--- src/serial_port_spi_mode_pkg.sv ---
// Constants, field positions and types of the SPI-mode serial engine.
// Assumes register indices times four give the APB byte address.
package serial_port_spi_mode_pkg;

	// Register indices; the byte address is four times the index.
	localparam logic [7:0] SERIAL_PORT_SPI_MODE_IDX_STATUS = 8'hc0;
	localparam logic [7:0] SERIAL_PORT_SPI_MODE_IDX_CTRL   = 8'hc1;
	localparam logic [7:0] SERIAL_PORT_SPI_MODE_IDX_FMT    = 8'hc2;
	localparam logic [7:0] SERIAL_PORT_SPI_MODE_IDX_BAUDL  = 8'hc4;
	localparam logic [7:0] SERIAL_PORT_SPI_MODE_IDX_BAUDH  = 8'hc5;
	localparam logic [7:0] SERIAL_PORT_SPI_MODE_IDX_DATA   = 8'hc6;

	// Values after reset.
	localparam logic [7:0] SERIAL_PORT_SPI_MODE_RST_STATUS = 8'h20;
	localparam logic [7:0] SERIAL_PORT_SPI_MODE_RST_CTRL   = 8'h00;
	localparam logic [7:0] SERIAL_PORT_SPI_MODE_RST_FMT    = 8'h06;
	localparam logic [7:0] SERIAL_PORT_SPI_MODE_RST_BAUDL  = 8'h00;
	localparam logic [3:0] SERIAL_PORT_SPI_MODE_RST_BAUDH  = 4'h0;
	localparam logic [7:0] SERIAL_PORT_SPI_MODE_RST_DATA   = 8'h00;

	// Status register fields.
	localparam int SERIAL_PORT_SPI_MODE_ST_RXC  = 7;
	localparam int SERIAL_PORT_SPI_MODE_ST_TXC  = 6;
	localparam int SERIAL_PORT_SPI_MODE_ST_TX_BUFFER_EMPTY_FLAG = 5;
	localparam int SERIAL_PORT_SPI_MODE_ST_U2X  = 1;

	// Control register fields.
	localparam int SERIAL_PORT_SPI_MODE_CT_RX_COMPLETE_IRQ_ENABLE = 7;
	localparam int SERIAL_PORT_SPI_MODE_CT_TX_COMPLETE_IRQ_ENABLE = 6;
	localparam int SERIAL_PORT_SPI_MODE_CT_TX_BUFFER_EMPTY_IRQ_ENABLE = 5;
	localparam int SERIAL_PORT_SPI_MODE_CT_RECEIVER_ENABLE  = 4;
	localparam int SERIAL_PORT_SPI_MODE_CT_TRANSMITTER_ENABLE  = 3;

	// Format register fields.
	localparam int SERIAL_PORT_SPI_MODE_FM_MODE_HI = 7;
	localparam int SERIAL_PORT_SPI_MODE_FM_MODE_LO = 6;
	localparam int SERIAL_PORT_SPI_MODE_FM_ORDER   = 2;
	localparam int SERIAL_PORT_SPI_MODE_FM_PHASE   = 1;
	localparam int SERIAL_PORT_SPI_MODE_FM_POL     = 0;

	// Clock cycles per bit are (these factors + 1) times (divisor + 1).
	localparam logic [3:0] SERIAL_PORT_SPI_MODE_FAC_ASYNC  = 4'd15;
	localparam logic [3:0] SERIAL_PORT_SPI_MODE_FAC_DOUBLE = 4'd7;
	localparam logic [3:0] SERIAL_PORT_SPI_MODE_FAC_SYNC   = 4'd1;

	localparam logic [2:0] SERIAL_PORT_SPI_MODE_LAST_BIT  = 3'd7;
	localparam logic [3:0] SERIAL_PORT_SPI_MODE_LAST_EDGE = 4'd15;

	typedef enum logic [1:0]
	{
		SERIAL_PORT_SPI_MODE_MODE_ASYNC  = 2'h0,
		SERIAL_PORT_SPI_MODE_MODE_SYNC   = 2'h1,
		SERIAL_PORT_SPI_MODE_MODE_SLAVE  = 2'h2,
		SERIAL_PORT_SPI_MODE_MODE_MASTER = 2'h3
	} serial_port_spi_mode_mode_t;

	typedef enum logic [1:0]
	{
		SERIAL_PORT_SPI_MODE_ST_IDLE  = 2'b01,
		SERIAL_PORT_SPI_MODE_ST_SHIFT = 2'b10
	} serial_port_spi_mode_state_t;

endpackage
--- src/serial_port_spi_mode_engine.sv ---
// Serial port engine in SPI mode: APB register file, baud generator,
// transmit buffer, two-entry receive FIFO and the shifter.
// Assumes pins come from another domain and software sets the pin directions.
//
// Local design decision: the APB slave port.

`timescale 1ns/100ps

module serial_port_spi_mode_engine
	import serial_port_spi_mode_pkg::*;
(
	input  wire logic        sys_clk,
	input  wire logic        rstn,
	input  wire logic        psel,
	input  wire logic        penable,
	input  wire logic        pwrite,
	input  wire logic [11:0] paddr,
	input  wire logic [31:0] pwdata,
	output logic      [31:0] prdata,
	output logic             pready,
	output logic             pslverr,
	input  wire logic        xck_i,
	output logic             xck_o,
	output logic             xck_oe,
	output logic             txd_o,
	output logic             txd_oe,
	input  wire logic        rxd_i,
	output logic             rxd_claim,
	output logic             bit_rate_tick,
	output logic             irq_rx_complete,
	output logic             irq_tx_complete,
	output logic             irq_tx_empty,
	input  wire logic        irq_tx_complete_ack
);

	function automatic logic out_bit(input logic [7:0] sh, input logic lsb_first);
		out_bit = lsb_first ? sh[0] : sh[7];
	endfunction

	function automatic logic [7:0] shift_in(input logic [7:0] sh, input logic lsb_first,
		input logic b);
		shift_in = lsb_first ? {b, sh[7:1]} : {sh[6:0], b};
	endfunction

	logic [7:0]  ctrl_q;
	logic [7:0]  fmt_q;
	logic [7:0]  baudl_q;
	logic [3:0]  baudh_q;
	logic        u2x_q;
	logic        txc_q;
	logic [7:0]  txbuf_q;
	logic        txfull_q;
	logic        tx_active_q;
	logic [7:0]  tx_sh_q;
	logic [7:0]  rx_sh_q;
	logic        txd_q;
	logic [2:0]  bcnt_q;
	logic [3:0]  ecnt_q;
	logic        clk_q;
	serial_port_spi_mode_state_t state_q;
	logic [7:0]  rx_mem [2];
	logic        rx_wp_q;
	logic        rx_rp_q;
	logic [1:0]  rx_cnt_q;
	logic [11:0] div_cnt_q;
	logic [3:0]  pre_cnt_q;
	logic [31:0] prdata_q;
	logic        xck_s1_q;
	logic        xck_s2_q;
	logic        xck_s3_q;
	logic        rxd_s1_q;
	logic        rxd_s2_q;

	// APB decode; the word index sits in paddr[9:2].
	wire         addr_ok   = (paddr[11:10] == 2'b00) && (paddr[1:0] == 2'b00);
	wire  [7:0]  idx       = paddr[9:2];
	wire         hit_st    = addr_ok && (idx == SERIAL_PORT_SPI_MODE_IDX_STATUS);
	wire         hit_ct    = addr_ok && (idx == SERIAL_PORT_SPI_MODE_IDX_CTRL);
	wire         hit_fm    = addr_ok && (idx == SERIAL_PORT_SPI_MODE_IDX_FMT);
	wire         hit_bl    = addr_ok && (idx == SERIAL_PORT_SPI_MODE_IDX_BAUDL);
	wire         hit_bh    = addr_ok && (idx == SERIAL_PORT_SPI_MODE_IDX_BAUDH);
	wire         hit_dr    = addr_ok && (idx == SERIAL_PORT_SPI_MODE_IDX_DATA);
	wire         mapped    = hit_st | hit_ct | hit_fm | hit_bl | hit_bh | hit_dr;
	wire         acc       = psel && penable;
	wire         wr        = acc && pwrite && mapped;
	wire  [7:0]  wd        = pwdata[7:0];
	wire         wr_data   = wr && hit_dr;
	wire         rd_pop    = acc && !pwrite && hit_dr && (rx_cnt_q != 2'd0);

	// Effective mode and format fields.
	// mode field decode
	wire  [1:0]  mode      = fmt_q[SERIAL_PORT_SPI_MODE_FM_MODE_HI:SERIAL_PORT_SPI_MODE_FM_MODE_LO];
	wire         is_master = (mode == SERIAL_PORT_SPI_MODE_MODE_MASTER) || (mode == SERIAL_PORT_SPI_MODE_MODE_SYNC);
	wire         is_slave  = (mode == SERIAL_PORT_SPI_MODE_MODE_SLAVE);
	wire         cpol      = fmt_q[SERIAL_PORT_SPI_MODE_FM_POL];
	wire         cpha      = (mode == SERIAL_PORT_SPI_MODE_MODE_SYNC) ? 1'b1 : fmt_q[SERIAL_PORT_SPI_MODE_FM_PHASE];
	wire         lsb_first = (mode == SERIAL_PORT_SPI_MODE_MODE_SYNC) ? 1'b0 : fmt_q[SERIAL_PORT_SPI_MODE_FM_ORDER];
	wire         transmitter_enable      = ctrl_q[SERIAL_PORT_SPI_MODE_CT_TRANSMITTER_ENABLE];
	wire         rx_on     = ctrl_q[SERIAL_PORT_SPI_MODE_CT_RECEIVER_ENABLE] && tx_active_q;
	wire         busy      = (state_q == SERIAL_PORT_SPI_MODE_ST_SHIFT);

	wire  [11:0] divisor   = {baudh_q, baudl_q};
	wire         pre_tick  = (div_cnt_q == divisor);
	wire  [3:0]  fac_last  = (mode != SERIAL_PORT_SPI_MODE_MODE_ASYNC) ? SERIAL_PORT_SPI_MODE_FAC_SYNC :
		(u2x_q ? SERIAL_PORT_SPI_MODE_FAC_DOUBLE : SERIAL_PORT_SPI_MODE_FAC_ASYNC);

	// Edge events on the transfer clock, from either source.
	// master edge from baud
	wire         mst_edge  = busy && is_master && pre_tick;
	wire         slv_edge  = busy && is_slave && (xck_s2_q != xck_s3_q);
	wire         lead_edge = (mst_edge && (clk_q == cpol)) || (slv_edge && (xck_s2_q != cpol));
	wire         trail_edge = (mst_edge && (clk_q != cpol)) || (slv_edge && (xck_s2_q == cpol));
	wire         sample    = cpha ? trail_edge : lead_edge;
	wire         setup     = cpha ? lead_edge : trail_edge;
	wire         last_samp = sample && (bcnt_q == SERIAL_PORT_SPI_MODE_LAST_BIT);
	wire         frame_end = is_master ? (mst_edge && (ecnt_q == SERIAL_PORT_SPI_MODE_LAST_EDGE)) : last_samp;
	wire         load      = !busy && txfull_q && tx_active_q && (mode != SERIAL_PORT_SPI_MODE_MODE_ASYNC);
	wire         rx_push   = last_samp && rx_on && (rx_cnt_q != 2'd2);
	wire         rx_flush  = !ctrl_q[SERIAL_PORT_SPI_MODE_CT_RECEIVER_ENABLE];

	// Read mux; unmapped reads return zero.
	wire  [7:0]  st_rd     = {rx_cnt_q != 2'd0, txc_q, !txfull_q, 3'b000, u2x_q, 1'b0};
	wire  [7:0]  rd_byte   = hit_st ? st_rd :
		hit_ct ? {ctrl_q[7:3], 3'b000} :
		hit_fm ? fmt_q :
		hit_bl ? baudl_q :
		hit_bh ? {4'h0, baudh_q} :
		(hit_dr && (rx_cnt_q != 2'd0)) ? rx_mem[rx_rp_q] : 8'h00;

	assign pready  = 1'b1;
	assign pslverr = acc && !mapped;
	assign prdata  = prdata_q;

	always_ff @(posedge sys_clk or negedge rstn)
	begin
		if (!rstn)
			prdata_q <= 32'h0000_0000;
		else if (psel && !penable && !pwrite)
			prdata_q <= {24'h00_0000, rd_byte};
	end

	// Pin synchronisers.
	always_ff @(posedge sys_clk or negedge rstn)
	begin
		if (!rstn)
		begin
			xck_s1_q <= 1'b0;
			xck_s2_q <= 1'b0;
			xck_s3_q <= 1'b0;
			rxd_s1_q <= 1'b1;
			rxd_s2_q <= 1'b1;
		end
		else
		begin
			xck_s1_q <= xck_i;
			xck_s2_q <= xck_s1_q;
			xck_s3_q <= xck_s2_q;
			rxd_s1_q <= rxd_i;
			rxd_s2_q <= rxd_s1_q;
		end
	end

	// Configuration registers.
	always_ff @(posedge sys_clk or negedge rstn)
	begin
		if (!rstn)
		begin
			ctrl_q  <= SERIAL_PORT_SPI_MODE_RST_CTRL;
			fmt_q   <= SERIAL_PORT_SPI_MODE_RST_FMT;
			baudl_q <= SERIAL_PORT_SPI_MODE_RST_BAUDL;
			baudh_q <= SERIAL_PORT_SPI_MODE_RST_BAUDH;
			u2x_q   <= SERIAL_PORT_SPI_MODE_RST_STATUS[SERIAL_PORT_SPI_MODE_ST_U2X];
		end
		else if (wr)
		begin
			if (hit_ct)
				ctrl_q <= {wd[7:3], 3'b000};
			if (hit_fm)
				fmt_q <= wd;
			if (hit_bl)
				baudl_q <= wd;
			if (hit_bh)
				baudh_q <= wd[3:0];
			if (hit_st)
				u2x_q <= wd[SERIAL_PORT_SPI_MODE_ST_U2X];
		end
	end

	always_ff @(posedge sys_clk or negedge rstn)
	begin
		if (!rstn)
		begin
			div_cnt_q <= 12'h000;
			pre_cnt_q <= 4'h0;
		end
		else if (pre_tick)
		begin
			div_cnt_q <= 12'h000;
			pre_cnt_q <= (pre_cnt_q >= fac_last) ? 4'h0 : pre_cnt_q + 4'h1;
		end
		else
			div_cnt_q <= div_cnt_q + 12'h001;
	end

	assign bit_rate_tick = pre_tick && (pre_cnt_q >= fac_last);

	always_ff @(posedge sys_clk or negedge rstn)
	begin
		if (!rstn)
		begin
			txbuf_q  <= SERIAL_PORT_SPI_MODE_RST_DATA;
			txfull_q <= 1'b0;
		end
		else if (wr_data)
		begin
			txbuf_q  <= wd;
			txfull_q <= 1'b1;
		end
		else if (load)
			txfull_q <= 1'b0;
	end

	always_ff @(posedge sys_clk or negedge rstn)
	begin
		if (!rstn)
			tx_active_q <= 1'b0;
		else if (transmitter_enable)
			tx_active_q <= 1'b1;
		else if (!busy && !txfull_q)
			tx_active_q <= 1'b0;
	end

	always_ff @(posedge sys_clk or negedge rstn)
	begin
		if (!rstn)
			txc_q <= SERIAL_PORT_SPI_MODE_RST_STATUS[SERIAL_PORT_SPI_MODE_ST_TXC];
		else if (frame_end && !txfull_q)
			txc_q <= 1'b1;
		else if (irq_tx_complete_ack || (wr && hit_st && wd[SERIAL_PORT_SPI_MODE_ST_TXC]))
			txc_q <= 1'b0;
	end

	always_ff @(posedge sys_clk or negedge rstn)
	begin
		if (!rstn)
			state_q <= SERIAL_PORT_SPI_MODE_ST_IDLE;
		else
		begin
			case (state_q)
				SERIAL_PORT_SPI_MODE_ST_IDLE:
					if (load)
						state_q <= SERIAL_PORT_SPI_MODE_ST_SHIFT;
				SERIAL_PORT_SPI_MODE_ST_SHIFT:
					if (frame_end)
						state_q <= SERIAL_PORT_SPI_MODE_ST_IDLE;
				default:
					state_q <= SERIAL_PORT_SPI_MODE_ST_IDLE;
			endcase
		end
	end

	always_ff @(posedge sys_clk or negedge rstn)
	begin
		if (!rstn)
		begin
			tx_sh_q <= 8'h00;
			rx_sh_q <= 8'h00;
			txd_q   <= 1'b1;
			bcnt_q  <= 3'd0;
			ecnt_q  <= 4'd0;
		end
		else if (load)
		begin
			tx_sh_q <= cpha ? txbuf_q : shift_in(txbuf_q, lsb_first, 1'b1);
			txd_q   <= cpha ? txd_q : out_bit(txbuf_q, lsb_first);
			bcnt_q  <= 3'd0;
			ecnt_q  <= 4'd0;
		end
		else
		begin
			if (setup && !last_samp)
			begin
				txd_q   <= out_bit(tx_sh_q, lsb_first);
				tx_sh_q <= shift_in(tx_sh_q, lsb_first, 1'b1);
			end
			if (sample)
			begin
				rx_sh_q <= shift_in(rx_sh_q, lsb_first, rxd_s2_q);
				bcnt_q  <= bcnt_q + 3'd1;
			end
			if (mst_edge)
				ecnt_q <= ecnt_q + 4'd1;
		end
	end

	always_ff @(posedge sys_clk or negedge rstn)
	begin
		if (!rstn)
			clk_q <= 1'b0;
		else if (mst_edge)
			clk_q <= !clk_q;
		else if (!busy)
			clk_q <= cpol;
	end

	always_ff @(posedge sys_clk or negedge rstn)
	begin
		if (!rstn)
		begin
			rx_wp_q  <= 1'b0;
			rx_rp_q  <= 1'b0;
			rx_cnt_q <= 2'd0;
		end
		else if (rx_flush)
		begin
			rx_wp_q  <= 1'b0;
			rx_rp_q  <= 1'b0;
			rx_cnt_q <= 2'd0;
		end
		else
		begin
			if (rx_push)
				rx_wp_q <= !rx_wp_q;
			if (rd_pop)
				rx_rp_q <= !rx_rp_q;
			rx_cnt_q <= rx_cnt_q + {1'b0, rx_push} - {1'b0, rd_pop};
		end
	end

	always_ff @(posedge sys_clk)
	begin
		if (rx_push)
			rx_mem[rx_wp_q] <= shift_in(rx_sh_q, lsb_first, rxd_s2_q);
	end

	assign xck_o  = clk_q;
	assign xck_oe = is_master;
	assign txd_o     = txd_q;
	assign txd_oe    = tx_active_q;
	assign rxd_claim = rx_on;

	// Interrupt requests stay high while flag and enable are both set.
	// receive-complete request
	assign irq_rx_complete = (rx_cnt_q != 2'd0) && ctrl_q[SERIAL_PORT_SPI_MODE_CT_RX_COMPLETE_IRQ_ENABLE];
	assign irq_tx_complete = txc_q && ctrl_q[SERIAL_PORT_SPI_MODE_CT_TX_COMPLETE_IRQ_ENABLE];
	assign irq_tx_empty    = !txfull_q && ctrl_q[SERIAL_PORT_SPI_MODE_CT_TX_BUFFER_EMPTY_IRQ_ENABLE];

endmodule

--- config.mk ---
export PLATFORM = sky130hd
export DESIGN_NAME = serial_port_spi_mode_engine
export DESIGN_NICKNAME = d
export VERILOG_FILES = /design/src/serial_port_spi_mode_pkg.sv /design/src/serial_port_spi_mode_engine.sv
export SDC_FILE = /design/constraint.sdc
export NUM_CORES = 1
export LEC_CHECK = 0
export BUFFER_PORTS_ARGS = -buffer_cell sky130_fd_sc_hd__buf_2
export CORE_MARGIN = 1.5
export CORE_UTILIZATION = 40
export CTS_BUF_LIST = sky130_fd_sc_hd__clkbuf_8
export CTS_CLUSTER_DIAMETER = 30
export CTS_CLUSTER_SIZE = 20
export DETAILED_ROUTE_END_ITERATION = 6
export PLACE_DENSITY = 0.61
export SLEW_MARGIN = 5
export SYNTH_ARGS = -nofsm -noshare
export SYNTH_HDL_FRONTEND = slang
export SYNTH_SLANG_ARGS = --single-unit
--- constraint.sdc ---
create_clock -name sys_clk -period 3.3 [get_ports sys_clk]
set_clock_uncertainty 0.05 [all_clocks]
set_input_delay 0.825 -clock sys_clk [delete_from_list [all_inputs] [get_ports sys_clk]]
set_output_delay 0.825 -clock sys_clk [all_outputs]
set_load 0.03 [all_outputs]
After elaboration in Yosys (flattened, before gate mapping):

Memory sizes are Yosys's and may differ from the RTL's.
Index checks and enable logic that the tools add are counted.

* register bits: 97
* RAM bits: 16
* input port bits: 52
* output and inout port bits: 43
* logic and storage cells: 189
* memories: 1

* add/sub/neg operators: 6
* order comparisons: 1
* equality and inequality tests: 26
* muxes and demuxes: 48
* bitwise logic cells: 6
* reduce and logical (&&, ||, !) cells: 74

Memories
* rx_mem: words 2, bits a word 8, read ports 1, clocked after memory_dff 0, wr ports 1, RTL line serial_port_spi_mode_engine.sv:61 `logic [7:0] rx_mem [2];`

Operator list (number)
* $mux 8: 12
* $eq 8x8->1 const B: 6
* $logic_and 1x1->1: 43
* $mux 1: 24
* $mux 4: 5
* $reduce_and 2->1: 8
* $reduce_bool 2->1: 8
* $add 12x1->12 const B: 1
* $eq 12x12->1: 1
* $mux 12: 1
* $logic_not 1->1: 9
* $add 4x1->4 const B: 2
* $ne 2x1->1 const B: 4
* $eq 2x2->1 const B: 3
* $mux 2: 3
* $mux 3: 2
* $ne 2x2->1 const B: 3
* $or 1x1->1: 5
* $eq 2x1->1 const B: 2
* $eq 4x4->1 const B: 1
* $ge 4x4->1: 1
* $logic_not 2->1: 2
* $logic_or 1x1->1: 4
* $pmux 2 s2: 1
* other kinds (7): 10

Depth between registers and ports, before layout:

Gate-level depths: netlist (run 1).

* depth in word-level cells: 14
* mapped depth: 13
* depth with buffers taken out: 11

Worst setup path before layout (run 1):

Ideal clock, no wire load.

* kind: input -> register
* start: input port paddr[10]
* end: register rx_cnt_q[1]
* library setup time: 119 ps
* arrival time: 2996 ps
* data required time: 3131 ps
* setup slack: 135 ps
* stages: 10
* buffers on the path: 1
* cell sequence: or4_4 > or3b_1 > buf_6 > nor4_2 > ha_1 > inv_1 > ha_1 > xnor2_1 > xnor2_1 > and2_1

* longest elaborated chain between the ends: 7

RTL lines
* from (decl): RTL line serial_port_spi_mode_engine.sv:17 `input wire logic [11:0] paddr,`
* $logic_not 2->1: RTL line serial_port_spi_mode_engine.sv:75 `wire addr_ok = (paddr[11:10] == 2'b00) && (paddr[1:0] == 2'b00);`
* $logic_and 1x1->1: RTL line serial_port_spi_mode_engine.sv:75
* $logic_and 1x1->1: RTL line serial_port_spi_mode_engine.sv:82 `wire hit_dr = addr_ok && (idx == SERIAL_PORT_SPI_MODE_IDX_DATA);`
* $logic_and 1x1->1 (2 in series): RTL line serial_port_spi_mode_engine.sv:88 `wire rd_pop = acc && !pwrite && hit_dr && (rx_cnt_q != 2'd0);`
* $sub 2x1->2: RTL line serial_port_spi_mode_engine.sv:326 `rx_cnt_q <= rx_cnt_q + {1'b0, rx_push} - {1'b0, rd_pop};`
* $mux 2: RTL line serial_port_spi_mode_engine.sv:314 `else if (rx_flush)`
* to (signal assigned): RTL line serial_port_spi_mode_engine.sv:326
* to (decl): RTL line serial_port_spi_mode_engine.sv:64 `logic [1:0] rx_cnt_q;`

No other way between the ends.
A chain may end at the register's enable or synchronous reset.

Worst setup path after layout (run 1):

* start: register fmt_q[7]
* end: output port bit_rate_tick

* longest elaborated chain between the ends: 4

RTL lines
* from (decl): RTL line serial_port_spi_mode_engine.sv:46 `logic [7:0] fmt_q;`
* from (signal assigned): RTL line serial_port_spi_mode_engine.sv:179 `fmt_q <= wd;`
* $reduce_bool 2->1: RTL line serial_port_spi_mode_engine.sv:104 `wire [3:0] fac_last = (mode != SERIAL_PORT_SPI_MODE_MODE_ASYNC) ? SERIAL_PORT_SPI_MODE_FAC_SYNC :`
* $mux 4: RTL line serial_port_spi_mode_engine.sv:104
* $ge 4x4->1: RTL line serial_port_spi_mode_engine.sv:205 `assign bit_rate_tick = pre_tick && (pre_cnt_q >= fac_last);`
* $logic_and 1x1->1: RTL line serial_port_spi_mode_engine.sv:205
* to (decl): RTL line serial_port_spi_mode_engine.sv:29 `output logic bit_rate_tick,`

No other way between the ends.

==> reports/qor.yml, run 1 <==
final_layout:
  fin_area_um2: 6910
  drive_above_1_share_pct: 27.2
  area_delta_synth_final_pct: 15.6
  layout_common_cells: "88 x dfrtp_1, 63 x nand2_1, 50 x mux2_2"
  stdcell_count: 834
  diodes: 0
  final_common_cell: "dfrtp_1"
  nets: 699
  fin_util_pct: 47.4
timing:
  rsz0062_at_grt: "false"
  finalHoldViolations: 0
  setup_ws_ns: 0.126
  fin_crit_sh_pct: 96.2
  tightest_slew_ns: 0.989
  slew_violations: 0
  period_minus_slack_ns: 3.17
  fin_tns_setup_ns: 0
  whs_ns: 0.298
  finalSetupViolations: 0
  fmax_ghz: 0.315
  slew_headroom_pct: 34.0
synth:
  synthTopCellsByArea: "dfrtp_1 38%, mux2_2 9.4%, edfxtp_1 8.0%"
  netlist_area_um2: 5980
  yosysWarnings: 0
  yosysTopAreaCell: "dfrtp_1"
  synth_top_area_share_pct: 38.1
  synth-seq-cells: 113
  synthFlopType: "dfrtp_1"
  ys_seq_area_share_pct: 48.8
  syn_avg_cell_area_um2: 10.6
  synthCells: 564
  yosysUniqueCellTypes: 59
  ys_async_sr_fraction_pct: 85.8
  synth-edff-count: 16
global_routing:
  top_usage_layer: "met2"
  grt_max_degree: 78
  grt_overflow: 0
  grtUsageMet2_pct: 31.1
  grt_usage_pct: 19.5
  grt_use_met3_pct: 5.18
  globalRouteMet1Util_pct: 25.8
  antenna_found_initial: 0
  grt_pass1_vias: 4523
  grt_pass1_wl_um: 23900
worst_setup_path:
  worst_setup_path_end_kind: "output pin"
  crit_path_start_kind: "register"
  worstPathCellList: "or2_4 > ha_1 > a21o_1 > a21o_1 > a21o_1 > and2_1 > clkbuf_4"
  path_common_cell: "a21o_1"
  reg2reg_from: "div_cnt_q[6]"
  worst-path-max-fanout: 2
  crit_start: "fmt_q[7]"
  r2r_end: "rx_cnt_q[1]"
  cp_slowest_cell: "dfrtp_2"
  cp.arrival_ns: 2.30
  r2r_cells: 12
  critical_path_class: "reg2out"
  critPathRequiredTime_ns: 2.42
  r2r_setup_slack_ns: 0.31
  max_stage_delay_ns: 0.43
routing:
  wl_per_cell_um: 17.4
  drc: 0
  drt-total-wl_um: 14500
  viasPerCell: 5.45
  vias: 4546
  ant_nets: 0
  drtIter0Drc: 396
  dr.pass1.iters: 5
placed_design:
  postPlaceCellArea_um2: 6440
  pre_cts_ws_ns: 0.0636
  dp_hpwl_um: 10500
  dp.cells: 796
  io_buffers: 45
  gp_congestion: 0.807
floorplan:
  rows: 44
  core_um2: 14600
  dieHeight_um: 125
  die-area_um2: 15700
  initial_core_util_pct: 41.0
  pin_count: 95
  die_w_um: 125
hold_path:
  whs_path_depth: 0
  whs_endpoint: "xck_s2_q"
  holdCritStartpoint: "xck_s1_q"
  hp-class: "reg2reg"
clocking:
  cts_sinks: 113
  cts.path.max_buffers: 2
  cts_max_level: 4
  ctsHoldBuffers: 0
  cts_tree: "yes"
  clk_pin_slew_ns: 0.08
  cts-root-buf: "clkbuf_8"
  worstSkewPairLatency_ns: 0.45
  cts_made_buffers: 17
pwr:
  power_mw: 2.95
  p_per_area_nw_per_um2: 427
  leakagePower_nw: 3.14
  vdd_drop_max_mv: 0.331
flow_run:
  cap_violations: 0
status:
  outcome: "complete, no violations"
## worst max-delay path, delay by kind of cell (launching register included)
family / cells / cell delay, ns
adder cells (fa/ha/maj): 1 / 0.28
AO/OA/AOI/OAI: 3 / 0.55
flip-flops: 1 / 0.43
AND/OR/NAND/NOR: 2 / 0.42
buffers and inverters: 1 / 0.17
## synth_stat cells (5+ instances only)
| master | n |
|---|---|
| a21o_1 | 11 |
| and3_1 | 5 |
| o211ai_1 | 14 |
| dfstp_2 | 6 |
| clkbuf_1 | 16 |
| and2_1 | 9 |
| o2111ai_1 | 7 |
| xnor2_1 | 7 |
| nor2_1 | 34 |
| xor2_1 | 21 |
| o221ai_1 | 12 |
| ha_1 | 10 |
| a221oi_1 | 7 |
| edfxtp_1 | 16 |
| a31oi_1 | 6 |
| dfrtp_1 | 91 |
| nor2b_1 | 10 |
| nand4_1 | 8 |
| or3_1 | 7 |
| o21ai_0 | 15 |
| o22ai_1 | 7 |
| mux2i_1 | 11 |
| nor3_1 | 7 |
| inv_1 | 15 |
| nand3_1 | 12 |
| nand2b_1 | 7 |
| buf_4 | 25 |
| a21oi_1 | 14 |
| mux2_2 | 50 |
| nand2_1 | 63 |
## kinds of logic after synthesis
family / share of synthesized area (%)
flip-flops: 48.8
AO/OA/AOI/OAI: 12.4
multiplexers: 11.3
XOR/XNOR: 4.10
other: 0.126
adder cells (fa/ha/maj): 2.09
buffers and inverters: 5.42
AND/OR/NAND/NOR: 15.9
## sequential cells by signal (all words and copies together), names as in the netlist, 2 cells and up
| signal | count |
|---|---|
| pre_cnt_q | 4 |
| ctrl_q | 5 |
| baudl_q | 8 |
| div_cnt_q | 12 |
| txbuf_q | 8 |
| ecnt_q | 4 |
| tx_sh_q | 8 |
| fmt_q | 8 |
| state_q | 2 |
| rx_cnt_q | 2 |
| baudh_q | 4 |
| rx_mem | 16 |
| bcnt_q | 3 |
| rx_sh_q | 8 |
| prdata | 8 |
## worst max path at each step
stage / endpoint / slack [ns] / depth (start not counted)
3_3_place_gp: rx_cnt_q[1] / 0.06 / 10
5_1_grt: bit_rate_tick / 0.03 / 7
4_1_cts: bit_rate_tick / 0.009 / 7
3_5_place_dp: rx_cnt_q[1] / 0.06 / 10
6_report: bit_rate_tick / 0.13 / 7
2_1_floorplan: rx_cnt_q[1] / 0.14 / 10
## timing repair
action,4_1_cts,5_1_grt
pin swaps,0,1
resized for setup,2,6
buffers inserted,2,4
endpoints found under the setup margin,1,1
gates cloned,0,0
## layout make-up
class,count,area [um2]
timing repair buffer,75,459
sequential,113,2920
tap,184,230
fill,1337,7680
clock buffer,17,234
inverter,15,56.3
clock inverter,15,170
multi-input combinational,415,2840
## where the power goes
group | internal (mW) | leakage (nW) | switching [mW]
clock network | 0.740 | 0.204 | 0.607
logic | 0.0425 | 1.51 | 0.124
registers | 1.43 | 1.42 | 0.0119
## per-layer routing
metal | wire (um) | up-vias
met1 | 6680 | 2211
met2 | 6640 | 161
met5 | 0 | -
met4 | 367 | 0
li1 | - | 2139
met3 | 846 | 35
Power figures use the tool's default switching activity.
==> inputs of run 2 (changes only) <==
--- a/config.mk
+++ b/config.mk
@@ -12,7 +12,7 @@
 export CTS_CLUSTER_DIAMETER = 30
 export CTS_CLUSTER_SIZE = 20
 export DETAILED_ROUTE_END_ITERATION = 6
-export PLACE_DENSITY = 0.61
+export PLACE_DENSITY_LB_ADDON = 0.12
 export SLEW_MARGIN = 5
 export SYNTH_ARGS = -nofsm -noshare
 export SYNTH_HDL_FRONTEND = slang
==> reports/qor.yml, run 2 (synthesis results as in run 1) <==
status:
  outcome: "complete, no violations"  # unchanged
clocking:
  cts.path.max_buffers: 2  # unchanged
  cts_max_level: 4  # unchanged
  cts_made_buffers: 17  # unchanged
  cts_sinks: 113  # unchanged
  cts-root-buf: "clkbuf_8"  # unchanged
  cts_tree: "yes"  # unchanged
  worstSkewPairLatency_ns: 0.44  # was 0.45 ns
  ctsHoldBuffers: 0  # unchanged
  clk_pin_slew_ns: 0.08  # about the same
worst_setup_path:
  worst-path-max-fanout: 7  # was 2
  critPathRequiredTime_ns: 2.42  # about the same
  crit_path_start_kind: "register"  # unchanged
  critical_path_class: "reg2out"  # unchanged
  cp.arrival_ns: 2.28  # was 2.30 ns
  worst_setup_path_end_kind: "output pin"  # unchanged
routing:
  viasPerCell: 5.39  # was 5.45
  wl_per_cell_um: 18.1  # was 17.4 um
  vias: 4482  # was 4,546
  ant_nets: 0  # unchanged
  drt-total-wl_um: 15000  # was 14,500 um
  dr.pass1.iters: 4  # was 5
  drtIter0Drc: 322  # was 396
  drc: 0  # unchanged
timing:
  fin_crit_sh_pct: 95.5  # was 96.2%
  whs_ns: 0.302  # was 0.298 ns
  finalSetupViolations: 0  # unchanged
  period_minus_slack_ns: 3.15  # was 3.17 ns
  slew_headroom_pct: 32.1  # was 34.0%
  finalHoldViolations: 0  # unchanged
  fmax_ghz: 0.317  # was 0.315 GHz
  fin_tns_setup_ns: 0  # unchanged
  rsz0062_at_grt: "false"  # unchanged
  tightest_slew_ns: 1.02  # was 0.989 ns
  slew_violations: 0  # unchanged
pwr:
  p_per_area_nw_per_um2: 418  # was 427 nW/um2
  power_mw: 2.88  # was 2.95 mW
  vdd_drop_max_mv: 0.298  # was 0.331 mV
  leakagePower_nw: 3.11  # was 3.14 nW
final_layout:
  regMostFlops: "rx_mem"  # unchanged
  top_regs: "rx_mem: 16 flops, div_cnt_q: 12 flops"  # unchanged
  layout_common_cells: "89 x dfrtp_1, 63 x nand2_1, 50 x mux2_2"  # was 88 x dfrtp_1, 63 x nand2_1, 50 x mux2_2
  final_common_cell: "dfrtp_1"  # unchanged
  diodes: 0  # unchanged
  largest_register_ff_count: 16  # unchanged
  stdcell_count: 832  # was 834
  nets: 697  # was 699
  area_delta_synth_final_pct: 14.9  # was 15.6%
  drive_above_1_share_pct: 26.9  # was 27.2%
placed_design:
  io_buffers: 45  # unchanged
  dp.cells: 797  # was 796
  dp_hpwl_um: 10800  # was 10,500 um
  gp_congestion: 0.805  # was 0.807
global_routing:
  antenna_found_initial: 0  # unchanged
  grt_overflow: 0  # unchanged
  grt_usage_pct: 20.0  # was 19.5%
  grt_max_degree: 79  # was 78
  grt_pass1_wl_um: 24100  # was 23,900 um
  grt_pass1_vias: 4479  # was 4,523
hold_path:
  hp-class: "reg2reg"  # unchanged
floorplan:
  pin_count: 95  # unchanged
  die-area_um2: 15700  # unchanged
  core_um2: 14600  # unchanged
  initial_core_util_pct: 41.0  # unchanged
  die_w_um: 125  # unchanged
  dieHeight_um: 125  # unchanged
  rows: 44  # unchanged
flow_run:
  cap_violations: 0  # unchanged
-- run 2: cell count changes in the layout (fill, tap and decap cells not counted) --
cell,change
buf_4,-1
bufinv_16,-1
clkbuf_4,-1
clkinv_1,+2
clkinv_4,-2
clkinvlp_4,+1
dfrtp_1,+1
dfrtp_2,-1
inv_1,-1
inv_6,+1
nor4_1,-1
nor4_2,+1
-- run 2: path summary, 6_finish.rpt --
| kind | start | end | slack [ns] | cells past startpoint |
|---|---|---|---|---|
| min in group asynchronous | rstn | xck_s1_q | 0.50 | 1 |
| max in group asynchronous | rstn | rx_cnt_q[1] | 1.93 | 2 |
| max reg2reg | div_cnt_q[5] | rx_cnt_q[1] | 0.35 | 12 |
| max | fmt_q[6] | bit_rate_tick | 0.15 | 7 |
| min | xck_s1_q | xck_s2_q | 0.30 | 0 |
| min reg2reg | xck_s1_q | xck_s2_q | 0.30 | 0 |
-- run 2: routing by layer --
metal	share of wire [%]	wire [um]	vias to the layer above	global-route usage [%]
met3	4.9	740	27	5.61
li1	-	-	2138	-
met1	46	6940	2189	26.3
met2	46	6990	128	31.2
met4	2.4	359	0	8.02
met5	0	0	-	0
-- run 2: final cells by class --
type                       instances  area (um2)
timing repair buffer              73         444
multi-input combinational        415        2850
clock buffer                      17         234
sequential                       113        2920
clock inverter                    15         143
tap                              184         230
inverter                          15        56.3
fill                            1381        7720
-- run 2: power breakdown --
part	switching [mW]	internal, mW	total [mW]	leakage (nW)
registers	0.0121	1.43	1.44	1.42
logic	0.125	0.0427	0.168	1.51
clock network	0.607	0.661	1.27	0.184
total	0.744	2.13	2.88	3.11
-- run 2: repair_timing --
item,in CTS,in global routing
gates resized for setup,2,7
cloned,0,0
buffers inserted,1,2
setup endpoints to repair,1,1
-- run 2: stage by stage --
| step | worst slack, ns | utilization (%) | area [um2] |
|---|---|---|---|
| finish | 0.149 | 47.1 | 6870 |
| CTS | 0.0165 | 46.8 | 6830 |
| global placement | 0.0696 | 44.2 | 6440 |
| global route | 0.0536 | 47.1 | 6870 |
| detailed placement | -0.00419 | 44.2 | 6440 |
| floorplan | 0.135 | - | 6070 |
-- run 2: worst max-delay path, cell delays in order (launching register included) --
cell     delay (ns)
dfrtp_2        0.46
or2_4          0.25
ha_1           0.27
a21o_1         0.15
a21o_1         0.19
a21o_1         0.19
and2_1         0.15
buf_4          0.16
==> inputs of run 3 (changes only) <==
--- a/config.mk
+++ b/config.mk
@@ -7,7 +7,7 @@
 export LEC_CHECK = 0
 export BUFFER_PORTS_ARGS = -buffer_cell sky130_fd_sc_hd__buf_2
 export CORE_MARGIN = 1.5
-export CORE_UTILIZATION = 40
+export CORE_UTILIZATION = 59
 export CTS_BUF_LIST = sky130_fd_sc_hd__clkbuf_8
 export CTS_CLUSTER_DIAMETER = 30
 export CTS_CLUSTER_SIZE = 20
==> reports/qor.yml, run 3 (synthesis results as in run 1) <==
final_layout:
  final_common_cell: "dfrtp_1"  # unchanged
  diodes: 0  # unchanged
  largest_register_ff_count: 16  # unchanged
  layout_common_cells: "89 x dfrtp_1, 63 x nand2_1, 50 x mux2_2"  # unchanged
  drive_above_1_share_pct: 26.9  # about the same
  regMostFlops: "rx_mem"  # unchanged
  nets: 696  # was 697
  area_delta_synth_final_pct: 13.5  # was 14.9%
  top_regs: "rx_mem: 16 flops, div_cnt_q: 12 flops"  # unchanged
  stdcell_count: 780  # was 832
  fin_util_pct: 69.1  # was 47.1%
routing:
  wl_per_cell_um: 17.9  # was 18.1 um
  dr.pass1.iters: 5  # was 4
  vias: 4688  # was 4,482
  drc: 0  # unchanged
  ant_nets: 0  # unchanged
  drt-total-wl_um: 14000  # was 15,000 um
  drtIter0Drc: 302  # was 322
  viasPerCell: 6.01  # was 5.39
clocking:
  worstSkewPairLatency_ns: 0.44  # about the same
  cts_sinks: 113  # unchanged
  cts_max_level: 4  # unchanged
  cts.path.max_buffers: 2  # unchanged
  cts_tree: "yes"  # unchanged
  cts_made_buffers: 17  # unchanged
  cts-root-buf: "clkbuf_8"  # unchanged
  clk_pin_slew_ns: 0.07  # was 0.08 ns
worst_setup_path:
  crit_path_start_kind: "register"  # unchanged
  r2r_end: "rx_cnt_q[1]"  # unchanged
  critical_path_class: "reg2out"  # unchanged
  worst-path-max-fanout: 5  # was 7
  worst_setup_path_end_kind: "output pin"  # unchanged
  reg2reg_from: "fmt_q[6]"  # was div_cnt_q[5]
  r2r_setup_slack_ns: 0.32  # was 0.35 ns
  cp.arrival_ns: 2.33  # was 2.28 ns
  r2r_cells: 11  # was 12
  critPathRequiredTime_ns: 2.42  # about the same
floorplan:
  pin_count: 95  # unchanged
  core_um2: 9820  # was 14,600 um2
  die-area_um2: 10700  # was 15,700 um2
  die_w_um: 104  # was 125 um
  dieHeight_um: 104  # was 125 um
  rows: 36  # was 44
  initial_core_util_pct: 60.9  # was 41.0%
timing:
  finalHoldViolations: 0  # unchanged
  slew_violations: 0  # unchanged
  fmax_ghz: 0.312  # was 0.317 GHz
  period_minus_slack_ns: 3.21  # was 3.15 ns
  rsz0062_at_grt: "false"  # unchanged
  tightest_slew_ns: 0.763  # was 1.02 ns
  fin_tns_setup_ns: 0  # unchanged
  fin_crit_sh_pct: 97.2  # was 95.5%
  slew_headroom_pct: 49.1  # was 32.1%
  setup_ws_ns: 0.0926  # was 0.149 ns
  finalSetupViolations: 0  # unchanged
pwr:
  leakagePower_nw: 3.10  # was 3.11 nW
  vdd_drop_max_mv: 0.409  # was 0.298 mV
  power_mw: 2.82  # was 2.88 mW
  p_per_area_nw_per_um2: 416  # was 418 nW/um2
global_routing:
  grt_pass1_wl_um: 23000  # was 24,100 um
  grt_usage_pct: 27.5  # was 20.0%
  grt_max_degree: 46  # was 79
  grt_pass1_vias: 4475  # was 4,479
  grt_overflow: 0  # unchanged
  antenna_found_initial: 0  # unchanged
placed_design:
  gp_congestion: 0.938  # was 0.805
  io_buffers: 45  # unchanged
  pre_cts_ws_ns: -0.0344  # was -0.00419 ns
  dp_hpwl_um: 10200  # was 10,800 um
  dp.cells: 746  # was 797
hold_path:
  holdCritStartpoint: "rxd_s1_q"  # was xck_s1_q
  whs_endpoint: "rxd_s2_q"  # was xck_s2_q
  hp-class: "reg2reg"  # unchanged
  whs_path_depth: 0  # unchanged
flow_run:
  cap_violations: 0  # unchanged
status:
  outcome: "complete, no violations"  # unchanged
## run 3: how the worst max path moves through the flow
stage | start | to | slack (ns) | depth (start not counted)
after floorplan | paddr[10] | rx_cnt_q[1] | 0.14 | 10
after global placement | paddr[10] | rx_cnt_q[1] | 0.03 | 10
after detailed placement | paddr[10] | rx_cnt_q[1] | -0.03 | 10
after CTS | div_cnt_q[8] | bit_rate_tick | 0.004 | 7
after global routing | div_cnt_q[8] | bit_rate_tick | 0.0004 | 7
final | fmt_q[7] | bit_rate_tick | 0.09 | 7
## run 3: worst max-delay path: stages, from the launching register on
cell,delay (ns)
dfrtp_2,0.46
or2_2,0.33
ha_1,0.28
a21o_1,0.16
a21o_1,0.18
a21o_1,0.18
and2_1,0.15
buf_2,0.17
## run 3: final cells by class
cell class                 instances  area (um2)
fill                             757        3030
clock inverter                    15         138
tap                              133         166
sequential                       113        2920
multi-input combinational        415        2840
clock buffer                      17         234
inverter                          15        56.3
timing repair buffer              72         434
## run 3: timing repair
| item | in CTS | in global routing |
|---|---|---|
| hold buffers | 0 | 0 |
| pin swaps | 0 | 0 |
| setup endpoints to repair | 1 | 1 |
| gates resized for setup | 3 | 2 |
| buffers inserted | 0 | 2 |
## run 3: power by group
group	internal, mW	switching, mW	leakage [nW]
logic	0.0432	0.125	1.50
clock network	0.600	0.613	0.178
registers	1.43	0.0113	1.42
total	2.07	0.750	3.10
## run 3: per-stage QoR
step	area [um2]	hold slack [ns]
global route	6790	0.315
finish	6790	0.308
CTS	6760	0.310
floorplan	6070	0.281
detailed placement	6380	0.299
global placement	6380	0.296
## run 3: per-layer routing
| metal | track usage (%) | part of all wire [%] | vias to the layer above |
|---|---|---|---|
| li1 | - | - | 2137 |
| met1 | 37.5 | 44 | 2300 |
| met2 | 42.7 | 47 | 229 |
| met3 | 6.86 | 7.1 | 22 |
| met4 | 10.3 | 1.9 | 0 |
| met5 | 0 | 0 | - |
